File: config.mk
export PLATFORM = sky130hd
export DESIGN_NAME = tmr_timer2
export DESIGN_NICKNAME = d
export VERILOG_FILES = /design/src/rtl/tmr_pkg.sv /design/src/rtl/tmr_timer2.sv
export VERILOG_INCLUDE_DIRS = /design/src /design/src/rtl
export SDC_FILE = /design/constraint.sdc
export NUM_CORES = 1
export LEC_CHECK = 0
export BUFFER_PORTS_ARGS = -buffer_cell sky130_fd_sc_hd__buf_2
export CAP_MARGIN = 5
export CORE_MARGIN = 2
export CORE_UTILIZATION = 50
export DETAILED_ROUTE_END_ITERATION = 6
export PLACE_DENSITY = 0.72
export SETUP_SLACK_MARGIN = 0.4
export SLEW_MARGIN = 20
export SYNTH_ARGS = -nofsm -noshare
export SYNTH_HDL_FRONTEND = slang
export SYNTH_SLANG_ARGS = --single-unit
export TNS_END_PERCENT = 10
File: constraint.sdc
create_clock -name pclk -period 4.45 [get_ports pclk]
set_clock_uncertainty 0.05 [all_clocks]
set_input_delay 0.89 -clock pclk [delete_from_list [all_inputs] [get_ports pclk]]
set_output_delay 0.89 -clock pclk [all_outputs]
set_load 0.1 [all_outputs]
File: src/rtl/tmr_map.svh
`ifndef TMR_MAP_SVH
`define TMR_MAP_SVH
// Register indices, byte address is four times the index
`define TMR_I_CTRL    8'hC8
`define TMR_I_RLL     8'hCA
`define TMR_I_RLH     8'hCB
`define TMR_I_CNTL    8'hCC
`define TMR_I_CNTH    8'hCD
`define TMR_I_CHOICE  8'hD0
`define TMR_I_STS     8'hD1
`define TMR_I_MASK    8'hD2
// Control field positions
`define TMR_B_FH      7
`define TMR_B_FL      6
`define TMR_B_LEN     5
`define TMR_B_CAP     4
`define TMR_B_SPLIT   3
`define TMR_B_RUN     2
`define TMR_B_SEL_HI  1
`define TMR_B_SEL_LO  0
// Clock choice field positions
`define TMR_B_CHL     0
`define TMR_B_CHH     1
// Status and mask field positions
`define TMR_B_SH      0
`define TMR_B_SL      1
`define TMR_B_SC      2
// Reset values
`define TMR_RST_BYTE  8'h00
`define TMR_RST_CNT   16'h0000
// Divider counts
`define TMR_DIV_SYS   12
`define TMR_DIV_RTC   8
`endif

File: src/rtl/tmr_pkg.sv
package tmr_pkg;
    typedef logic [9:0] tmr_addr_type;
    typedef enum logic [1:0] {
        TMR_SEL_SYS_RTC   = 2'b00,
        TMR_SEL_SYS_RTC_B = 2'b01,
        TMR_SEL_SYS_CMP   = 2'b10,
        TMR_SEL_RTC_CMP   = 2'b11
    } tmr_sel_type;
endpackage : tmr_pkg

File: src/rtl/tmr_timer2.sv
// Operation
// - Low-byte overflow interrupts only with low enable and low mask bit set.
// - With both enables set, each low-byte overflow raises the interrupt.
// - Capture enable set puts the timer into capture mode.
// - Split bit set gives two 8-bit reload counters, clear gives one 16-bit.
// - Run bit enables counting; clear halts the whole timer in 16-bit mode.
// - In split mode run gates only high byte; low byte always counts.
// - Select field picks alternate clock and trigger; shared by both bytes.
// - Alternate clock and trigger inputs are synchronised before use.
// - Codes 00/01 sys/12 with rtc/8 trigger; 10 comparator; 11 rtc/8 clock.
// - Reload low byte is read/write and resets to zero.
// - Capture copies the 16-bit count into reload bytes and sets high flag.
// - Overflow flags are set by hardware and cleared only by software.
// - In 16-bit mode the high flag sets on wrap from all ones.
// - In split mode each byte reloads from its own reload byte.
`timescale 1ns/1ps
`include "tmr_map.svh"
module tmr_timer2 #(
    parameter int SYS_DIV = `TMR_DIV_SYS,
    parameter int RTC_DIV = `TMR_DIV_RTC
) (
    input  wire logic                  pclk,
    input  wire logic                  presetn,
    input  wire logic                  psel,
    input  wire logic                  penable,
    input  wire logic                  pwrite,
    input  wire tmr_pkg::tmr_addr_type paddr,
    input  wire logic [31:0]           pwdata,
    output logic [31:0]                prdata,
    output logic                       pready,
    output logic                       pslverr,
    input  wire logic                  rtc_clk_in,
    input  wire logic                  cmp0_in,
    output logic                       irq
);
    import tmr_pkg::*;

    localparam int SW = $clog2(SYS_DIV);
    localparam int RW = $clog2(RTC_DIV);

    logic [SW-1:0] sys_cnt, next_sys_cnt;
    logic [RW-1:0] rtc_cnt, next_rtc_cnt;
    logic [2:0]    rtc_sync, cmp_sync;
    logic          sys12_tick, rtc8_tick, rtc_edge, cmp_edge;
    logic          ext_tick, trig, tick_l, tick_h;
    tmr_sel_type   sel;
    logic [15:0]   cnt, next_cnt;
    logic [7:0]    ctrl, next_ctrl, rl, next_rl, rh, next_rh;
    logic [1:0]    choice, next_choice;
    logic [2:0]    sts, next_sts, mask, next_mask, clr;
    logic          ev_h, ev_l, ev_c, next_irq;
    logic          access, done, wr_en, hit;
    logic [7:0]    rdata;
    logic [31:0]   next_prdata;
    logic          next_pready, next_pslverr;

    // Address decode against one register index
    function automatic logic reg_is(input tmr_addr_type a, input logic [7:0] idx);
        reg_is = (a[1:0] == 2'h0) && (a[9:2] == idx);
    endfunction : reg_is

    ////////////////////////////////////////////////////////////////////////////
    // Clock sources and triggers

    // Edge and divider terms, read from second and third stages only
    // synchronised sources
    assign rtc_edge   = rtc_sync[1] & ~rtc_sync[2];
    assign cmp_edge   = cmp_sync[1] & ~cmp_sync[2];
    assign sys12_tick = (sys_cnt == SW'(SYS_DIV - 1));
    assign rtc8_tick  = rtc_edge && (rtc_cnt == RW'(RTC_DIV - 1));
    assign sel        = tmr_sel_type'(ctrl[`TMR_B_SEL_HI:`TMR_B_SEL_LO]);

    // Source selection by code
    // select decode
    always_comb begin
        ext_tick = (sel == TMR_SEL_RTC_CMP) ? rtc8_tick : sys12_tick;
        trig     = (sel == TMR_SEL_SYS_CMP || sel == TMR_SEL_RTC_CMP) ? cmp_edge : rtc8_tick;
    end

    // Per-byte choice between system clock and alternate clock
    // shared alternate clock
    assign tick_l = choice[`TMR_B_CHL] | ext_tick;
    assign tick_h = choice[`TMR_B_CHH] | ext_tick;

    // Divider next values
    always_comb begin
        next_sys_cnt = sys12_tick ? '0 : sys_cnt + 1'b1;
        next_rtc_cnt = rtc_cnt;
        if (rtc_edge) begin
            next_rtc_cnt = rtc8_tick ? '0 : rtc_cnt + 1'b1;
        end
    end

    // Synchronisers and dividers
    always_ff @(posedge pclk or negedge presetn) begin
        if (!presetn) begin
            rtc_sync <= 3'h0;
            cmp_sync <= 3'h0;
            sys_cnt  <= '0;
            rtc_cnt  <= '0;
        end else begin
            rtc_sync <= {rtc_sync[1:0], rtc_clk_in};
            cmp_sync <= {cmp_sync[1:0], cmp0_in};
            sys_cnt  <= next_sys_cnt;
            rtc_cnt  <= next_rtc_cnt;
        end
    end

    ////////////////////////////////////////////////////////////////////////////
    // Counter, reload and control

    assign access = psel & penable;
    assign done   = access & pready;
    assign wr_en  = done & pwrite & hit;

    // Counting, reload, capture, bus writes, flag sets
    always_comb begin
        next_cnt    = cnt;
        next_rl     = rl;
        next_rh     = rh;
        next_ctrl   = ctrl;
        next_choice = choice;
        ev_h        = 1'b0;
        ev_l        = 1'b0;
        ev_c        = 1'b0;
        if (!ctrl[`TMR_B_SPLIT]) begin
            if (ctrl[`TMR_B_RUN] && tick_l) begin
                ev_l = (cnt[7:0] == 8'hFF);
                if (cnt == 16'hFFFF) begin
                    ev_h = 1'b1;
                    next_cnt = ctrl[`TMR_B_CAP] ? `TMR_RST_CNT : {rh, rl};
                end else begin
                    next_cnt = cnt + 16'h0001;
                end
            end
        end else begin
            if (tick_l) begin
                ev_l = (cnt[7:0] == 8'hFF);
                next_cnt[7:0] = ev_l ? rl : cnt[7:0] + 8'h01;
            end
            if (ctrl[`TMR_B_RUN] && tick_h) begin
                ev_h = (cnt[15:8] == 8'hFF);
                next_cnt[15:8] = ev_h ? rh : cnt[15:8] + 8'h01;
            end
        end
        if (ctrl[`TMR_B_CAP] && trig) begin
            ev_c    = 1'b1;
            ev_h    = 1'b1;
            next_rl = cnt[7:0];
            next_rh = cnt[15:8];
        end
        // Software writes take priority over hardware updates, except the flag sets below
        if (wr_en) begin
            if (reg_is(paddr, `TMR_I_CTRL))   next_ctrl   = pwdata[7:0];
            if (reg_is(paddr, `TMR_I_RLL))    next_rl     = pwdata[7:0];
            if (reg_is(paddr, `TMR_I_RLH))    next_rh     = pwdata[7:0];
            if (reg_is(paddr, `TMR_I_CNTL))   next_cnt[7:0]  = pwdata[7:0];
            if (reg_is(paddr, `TMR_I_CNTH))   next_cnt[15:8] = pwdata[7:0];
            if (reg_is(paddr, `TMR_I_CHOICE)) next_choice = pwdata[1:0];
        end
        // hardware only sets flags, set wins
        next_ctrl[`TMR_B_FH] = next_ctrl[`TMR_B_FH] | ev_h;
        next_ctrl[`TMR_B_FL] = next_ctrl[`TMR_B_FL] | ev_l;
    end

    // Counter state registers
    always_ff @(posedge pclk or negedge presetn) begin
        if (!presetn) begin
            cnt    <= `TMR_RST_CNT;
            rl     <= `TMR_RST_BYTE;
            rh     <= `TMR_RST_BYTE;
            ctrl   <= `TMR_RST_BYTE;
            choice <= 2'h0;
        end else begin
            cnt    <= next_cnt;
            rl     <= next_rl;
            rh     <= next_rh;
            ctrl   <= next_ctrl;
            choice <= next_choice;
        end
    end

    ////////////////////////////////////////////////////////////////////////////
    // Interrupt status, mask and output

    // Read clears only the bits that were returned
    always_comb begin
        clr       = (done && !pwrite && reg_is(paddr, `TMR_I_STS)) ? prdata[2:0] : 3'h0;
        next_sts  = (sts & ~clr) | {ev_c, ev_l, ev_h};
        next_mask = mask;
        if (wr_en && reg_is(paddr, `TMR_I_MASK)) begin
            next_mask = pwdata[2:0];
        end
        // low source needs low enable and mask
        next_irq = |(sts & mask & {1'b1, ctrl[`TMR_B_LEN], 1'b1});
    end

    // Interrupt registers
    always_ff @(posedge pclk or negedge presetn) begin
        if (!presetn) begin
            sts  <= 3'h0;
            mask <= 3'h0;
            irq  <= 1'b0;
        end else begin
            sts  <= next_sts;
            mask <= next_mask;
            irq  <= next_irq;
        end
    end

    ////////////////////////////////////////////////////////////////////////////
    // APB slave

    // Read mux and decode
    always_comb begin
        hit   = 1'b1;
        rdata = 8'h00;
        if (reg_is(paddr, `TMR_I_CTRL))        rdata = ctrl;
        else if (reg_is(paddr, `TMR_I_RLL))    rdata = rl;
        else if (reg_is(paddr, `TMR_I_RLH))    rdata = rh;
        else if (reg_is(paddr, `TMR_I_CNTL))   rdata = cnt[7:0];
        else if (reg_is(paddr, `TMR_I_CNTH))   rdata = cnt[15:8];
        else if (reg_is(paddr, `TMR_I_CHOICE)) rdata = {6'h00, choice};
        else if (reg_is(paddr, `TMR_I_STS))    rdata = {5'h00, sts};
        else if (reg_is(paddr, `TMR_I_MASK))   rdata = {5'h00, mask};
        else hit = 1'b0;
    end

    // One wait state, answer on second access cycle
    always_comb begin
        next_pready  = access & ~pready;
        next_pslverr = access & ~pready & ~hit;
        next_prdata  = prdata;
        if (access && !pready) begin
            next_prdata = {24'h000000, rdata};
        end
    end

    // Bus answer registers
    always_ff @(posedge pclk or negedge presetn) begin
        if (!presetn) begin
            pready  <= 1'b0;
            pslverr <= 1'b0;
            prdata  <= 32'h00000000;
        end else begin
            pready  <= next_pready;
            pslverr <= next_pslverr;
            prdata  <= next_prdata;
        end
    end
endmodule : tmr_timer2

==> impl_results.md, run 1 <==
- Maximum vdd drop: ~220 µV
- First-pass GRT wire length: ~24000 µm
- CTS Buf Count: 9
- Mapped Cells: ~600
- Die H: approximately 100 µm
- Post-synthesis compound-gate area fraction: between 20 and 25%
- Worst r2r path cells: 6
- Core region area: roughly 9800 µm²
- Switch Pwr: approximately 0.00047 W
- Global route total overflow: 0
- Outcome: complete, no violations
- Layout Area Growth over Synthesis: 5.38%
- Seq/Total Area, Yosys: 35.9%
- Combinational power share: roughly 16%
- Resized cells post-CTS: 0
- Multi-input gate area: between 2000 and 3000 µm²
- # setup viols final: 0
- Pin count of the biggest net entering global routing: 73
- Clock Path Buffers: 2
- Area of the mapped netlist: between 5000 and 6000 µm²
- Largest family of logic cells by synthesized area: compound AO/OA/AOI/OAI gates
- Root Buffer: clkbuf_8
- Xor and xnor area share after synthesis: less than 1%
- Vias: ~4.6k
- Area of the die: around 11000 µm²
- Total track usage: around 28%
- WP data arrival: 3.18 ns
- Leakage: ~2.3 nW
- Die X: approximately 100 µm
- Worst Hold Class: reg2reg
- Hold_ws: 0.310 ns
- Adder-cell area share of the yosys netlist: approximately 1.2%
- Clk_lat worst skew: around 0.37 ns
- Switching Fraction: 32.5%
- RSZ-0062 raised after global routing: no
- Routability Congestion: around 0.98
- Initial antenna violation count: 0
- DP HPWL: between 10000 and 15000 µm
- Initial Util: about half
- Vias in the first global route: between 4k and 5k
- Placed Instances: between 700 and 800
- Routed WL per cell: ~20 µm
- Vias per cell: 6.27
- Clock power frac: 37.3%
- Diodes inserted: 0
- Max Clock Freq: 336 MHz
- Int Pwr: between 0.0009 and 0.001 W
- Slew headroom: between 30% and 40%
- Layout cell share with drive strength beyond 1: around 14%
- Pwr dens: 274 nW/µm²
- Hold_buf cts: 0
- CP Class: reg2reg
- Hold depth: 0
- Final Util: 54.1%
- DRT Pass-1 Iters: 5
- DRC Markers: 0
- Yosys reg bits: between 70 and 80
- Avg Cell Area, Syn: 8.50 µm²
- Mux contribution to synthesized area: under 10%
- EDFF count, synth: 0
- Hold Violations, Final: 0
- Final nets: around 650
- Simple-Gate Fraction of Synth Area: between 20% and 30%
- IO buf count: 35
- Tmin final: 2.98 ns
- Number of H-tree levels: 3
- Iter 0 DRT Violations: 422
- Total Routed Length: about 15000 µm
- Remaining antenna violation count after routing: 0
- Crit Path Max Fanout: 11
- Synth Flop Type: dfrtp_1
- Area occupied by registers: 1800 µm²
- Final period util: 66.9%
- Worst-Margin Slew: 0.948 ns
- Seq pwr share: between 40% and 50%
- Row count: 36
- Post-route insts no fill: between 700 and 800
- Max_cap viols: 0
- Netlist cell types: between 70 and 80
- CP Launch Type: flip-flop
- CTS clk-pin slew, worst paths: around 0.08 ns
- # fillers: around 920
- Setup Fix Bufs, Post-CTS: 0
- Worst setup EP type: flip-flop
- Clk sink count: 72
- Yosys warning count: 0
- Slew Limit Fails: 0
- Worst EP required: around 4.7 ns
- FFs w/ async S/R, synth: 100%
- CTS tree: yes
- I/O pins: 84
- Flop2flop setup slack: around 1.5 ns
- Setup TNS: 0 ns
critical path: stages (launching register included):
cell	delay, ns
dfrtp_1	0.55
ha_1	0.33
nand3_1	0.22
nor2_1	0.78
nand2_1	0.26
a2111o_1	0.45
a31o_1	0.22
state kept, by name (all words and copies together), names as in the netlist, 2 cells and up:
register,flops
rh,8
rl,8
sys_cnt,4
sts,3
prdata,8
mask,3
rtc_sync,3
choice,2
ctrl,8
cnt,16
cmp_sync,3
rtc_cnt,3
cell usage in the layout, fill, tap and decap left out, types with 7 or more instances in the layout:
cell / instances
buf_2: 34
dfrtp_1: 72
conb_1: 24
mux2i_1: 16
nand2b_1: 12
o221ai_1: 7
mux2_2: 11
nor2_1: 43
nand2_1: 68
clkbuf_8: 9
nand4_1: 7
nand3_1: 19
o21ai_0: 40
o22ai_1: 8
inv_1: 17
a31oi_1: 10
nor3_1: 11
a21oi_1: 51
power groups by stage:
stage	clock network, W	registers (W)	logic [W]
floorplan	0	0.000712	0.000171
global placement	0	0.000695	0.000224
detailed placement	0	0.000696	0.000228
CTS	0.000554	0.000683	0.000228
global route	0.000580	0.000686	0.000244
finish	0.000541	0.000683	0.000228
final cells by class:
class | count | share of cell area (%)
multi-input cells | 458 | 53.9
flip-flops and latches | 72 | 34.0
repair buffers | 39 | 3.92
well taps | 133 | 3.14
clock buffers | 9 | 2.34
clock inverters | 7 | 1.47
inverters | 17 | 1.21
layer usage:
layer	track usage (%)	wire length [µm]
met1	37.2	6230
met3	6.83	1330
met4	12.2	444
met2	42.8	6610
met5	0	0
worst paths after layout:
kind	start	end
max in group asynchronous	presetn	cmp_sync[0]
min in group asynchronous	presetn	rtc_cnt[2]
min	rtc_sync[0]	rtc_sync[1]
max	cnt[0]	cnt[14]
min reg2reg	rtc_sync[0]	rtc_sync[1]
max reg2reg	cnt[0]	cnt[14]
synthesized netlist by cell type (all sizes together) (5+ instances only):
library cell,instances,share of area [%]
a21o,6,0.90
nand2b,13,1.7
inv,17,1.3
a22oi,6,0.90
nand2,69,5.2
and3,5,0.62
nor2,44,3.4
nor4,5,1.2
nor2b,6,0.75
nand4,9,1.5
a221oi,6,1.0
nor3,13,1.6
mux2i,16,3.2
a21oi,51,5.1
nand3b,5,0.75
and4,5,0.87
buf,47,6.3
nand3,19,1.9
dfrtp,72,36
ha,5,1.2
mux2,13,3.1
a211oi,6,0.90
o21ai,44,4.4
o221ai,7,1.2
clkbuf,20,1.5
a31oi,10,1.2
o22ai,8,1.0
kinds of logic (layout without fill, tap and decap cells):
| logic type | after synthesis | after routing |
|---|---|---|
| AND/OR/NAND/NOR | 210 | 210 |
| multiplexers | 29 | 29 |
| flip-flops | 72 | 72 |
| other | 1 | 24 |
| buffers and inverters | 84 | 72 |
| XOR/XNOR | 2 | 2 |
| adder cells (fa/ha/maj) | 5 | 5 |
| AO/OA/AOI/OAI | 188 | 188 |
stage by stage:
step	setup WS (ns)	cell area [µm²]	total power (W)
floorplan	1.98	5110	0.000883
global placement	1.36	5090	0.000919
detailed placement	1.29	5090	0.000924
CTS	1.58	5290	0.00147
global route	1.36	5290	0.00151
finish	1.47	5290	0.00145
No activity file was read; power rests on OpenSTA's default activity.
==> inputs of run 2 (changes only) <==
--- a/config.mk
+++ b/config.mk
@@ -11,7 +11,7 @@
 export CORE_MARGIN = 2
 export CORE_UTILIZATION = 50
 export DETAILED_ROUTE_END_ITERATION = 6
-export PLACE_DENSITY = 0.72
+export PLACE_DENSITY = 0.75
 export SETUP_SLACK_MARGIN = 0.4
 export SLEW_MARGIN = 20
 export SYNTH_ARGS = -nofsm -noshare
==> constraint.sdc (replaced) <==
create_clock -name pclk -period 2.6 [get_ports pclk]
set_clock_uncertainty 0.05 [all_clocks]
set_input_delay 0.52 -clock pclk [delete_from_list [all_inputs] [get_ports pclk]]
set_output_delay 0.52 -clock pclk [all_outputs]
set_load 0.1 [all_outputs]
==> impl_results.md, run 2 (synthesized netlist as in run 1, its figures left out) <==
- Outcome: complete, no violations
- Clk sink count: ~70
- Met3 GRT Util: between 7 and 8%
- Remaining antenna violation count after routing: 0
- Final Util: about three fifths
- Iter 0 DRT Violations: between 400 and 500
- Leading cell type in the layout, fill and taps excluded: dfrtp_1
- Total track usage: 29.4%
- CP max stage delay: 0.40 ns
- WHS Endpoint: cmp_sync[0]
- CP Class: reg2reg
- RR Endpoint: cnt[11]
- Tmin final: between 2 and 2.5 ns
- Leading cell types in the layout, fill and taps excluded: dfrtp_1, nand2_1, a21oi_1
- Global routing usage on met1: 40.1%
- Finished Cell Area: between 5000 and 6000 µm²
- Clock Path Buffers: 2
- Area occupied by registers: between 1500 and 2000 µm²
- WP data arrival: around 2.5 ns
- Core region area: ~9800 µm²
- CP Launch Type: flip-flop
- Largest register FFs: 16
- Post-route insts no fill: a little under 800
- Flop2flop setup slack: 0.36 ns
- Total Routed Length: ~16000 µm
- DRT Pass-1 Iters: 6
- Initial antenna violation count: 0
- Worst EP required: about 2.8 ns
- Pwr dens: around 450 nW/µm²
- IO buf count: 35
- Global route total overflow: 0
- Root Buffer: clkbuf_8
- Max_cap viols: 0
- Setup TNS: 0 ns
- Placed Area: about 5300 µm²
- Diodes inserted: 0
- Grt met2 use: about 45%
- Worst-Margin Slew: 0.948 ns
- Maximum vdd drop: 286 µV
- Critical Path Slowest Stage Cell: dfrtp_1
- Layout Area Growth over Synthesis: 14.6%
- # setup viols final: 0
- RSZ-0062 raised after global routing: yes
- I/O pins: 84
- Reg-to-Reg Start: rtc_cnt[1]
- Slew Limit Fails: 0
- Vias in the first global route: between 4k and 5k
- Clk_lat worst skew: 0.37 ns
- Worst path cell trace: ha_2 -> ha_4 -> and3b_2 -> o221ai_2 -> buf_6 -> buf_12 -> nand2_1 -> and3_1 -> o32ai_2
- CTS Buf Count: 9
- Vias per cell: 6.31
- Hold depth: 1
- Placed Instances: between 700 and 800
- Multi-input gate area: between 2000 and 3000 µm²
- Hold_sp: cmp0_in
- Worst setup EP type: flip-flop
- Max Clock Freq: 446 MHz
- DP HPWL: about 11000 µm
- Top reg by flops: cnt
- First-pass GRT wire length: around 25000 µm
- Leakage: between 2 and 3 nW
- Pin count of the biggest net entering global routing: between 70 and 80
- Hold_buf cts: 0
- Number of H-tree levels: 3
- Routability Congestion: about 1
- Final period util: between 80% and 90%
- CTS tree: yes
- Hold Violations, Final: 0
- Row count: 36
- Layout cell share with drive strength beyond 1: a little under a quarter
- Top Usage Layer GRT: met2
- Worst Hold Class: in2reg
- Slew headroom: about 37%
- Worst r2r path cells: 9
- Crit Path Max Fanout: 8
- Area of the die: approximately 11000 µm²
- Vias: between 4k and 5k
- Initial Util: around 51%
- Final nets: just under 700
- # fillers: about 900
- CTS clk-pin slew, worst paths: ~0.090 ns
- Routed WL per cell: 20.6 µm
- Die X: 104 µm
- DRC Markers: 0
- Die H: around 100 µm
## run 2: cell count changes in the layout (fill, tap and decap cells not counted), sizes merged
cell    delta
buf       +38
inv        -3
bufinv     +1
clkbuf     +1
## run 2: how the worst max path moves through the flow
stage | startpoint | to | cells past startpoint
3_5_place_dp | rtc_cnt[0] | cnt[6] | 9
6_report | rtc_cnt[1] | cnt[11] | 9
5_1_grt | rtc_cnt[0] | cnt[11] | 7
3_3_place_gp | rtc_cnt[0] | cnt[6] | 9
4_1_cts | cnt[6] | cnt[7] | 7
2_1_floorplan | rtc_cnt[0] | cnt[6] | 10
## run 2: cell type report
type                            count  area share [%]
Sequential cell                    72            31.3
Inverter                           17            1.11
Multi-Input combinational cell    458            51.5
Clock inverter                      5            1.41
Tap cell                          133            2.89
Timing Repair Buffer               77            9.34
Clock buffer                       10            2.39
## run 2: critical path: cells and delay by family (launching register included)
kind / cells / cell delay [ns]
AOI/OAI and AO/OA: 2 / 0.52
adders and majority gates: 2 / 0.36
buffers and inverters: 2 / 0.29
DFF: 1 / 0.40
and+or+nand+nor: 3 / 0.52
## run 2: metal layers
layer | vias to the layer above | part of all wire [%] | routed length [µm]
met2 | 274 | 45 | 7230
met1 | 2341 | 42 | 6710
met3 | 42 | 9.3 | 1490
met4 | 0 | 2.9 | 460
li1 | 2214 | - | -
met5 | - | 0 | 0
## run 2: power breakdown
group          switching (W)  internal (W)  total, W  leakage (nW)
clock               0.000454      0.000561   0.00101         0.108
sequential         0.0000257       0.00115   0.00118         0.837
combinational       0.000322     0.0000929  0.000415          1.59
## run 2: timing repair
action / CTS / global route
pin swaps: 3 / 7
gates cloned: 0 / 1
buffers inserted: 4 / 1
resized for setup: 13 / 21
setup endpoints to repair: 33 / 29
## run 2: per-stage QoR
| stage | hold slack [ns] | setup slack (ns) | total power, W |
|---|---|---|---|
| 3_3_place_gp | 0.290 | 0.199 | 0.00158 |
| 4_1_cts | 0.202 | 0.393 | 0.00260 |
| 2_1_floorplan | 0.174 | 0.415 | 0.00151 |
| 3_5_place_dp | 0.289 | 0.206 | 0.00159 |
| 6_report | 0.213 | 0.359 | 0.00261 |
| 5_1_grt | 0.196 | 0.294 | 0.00269 |
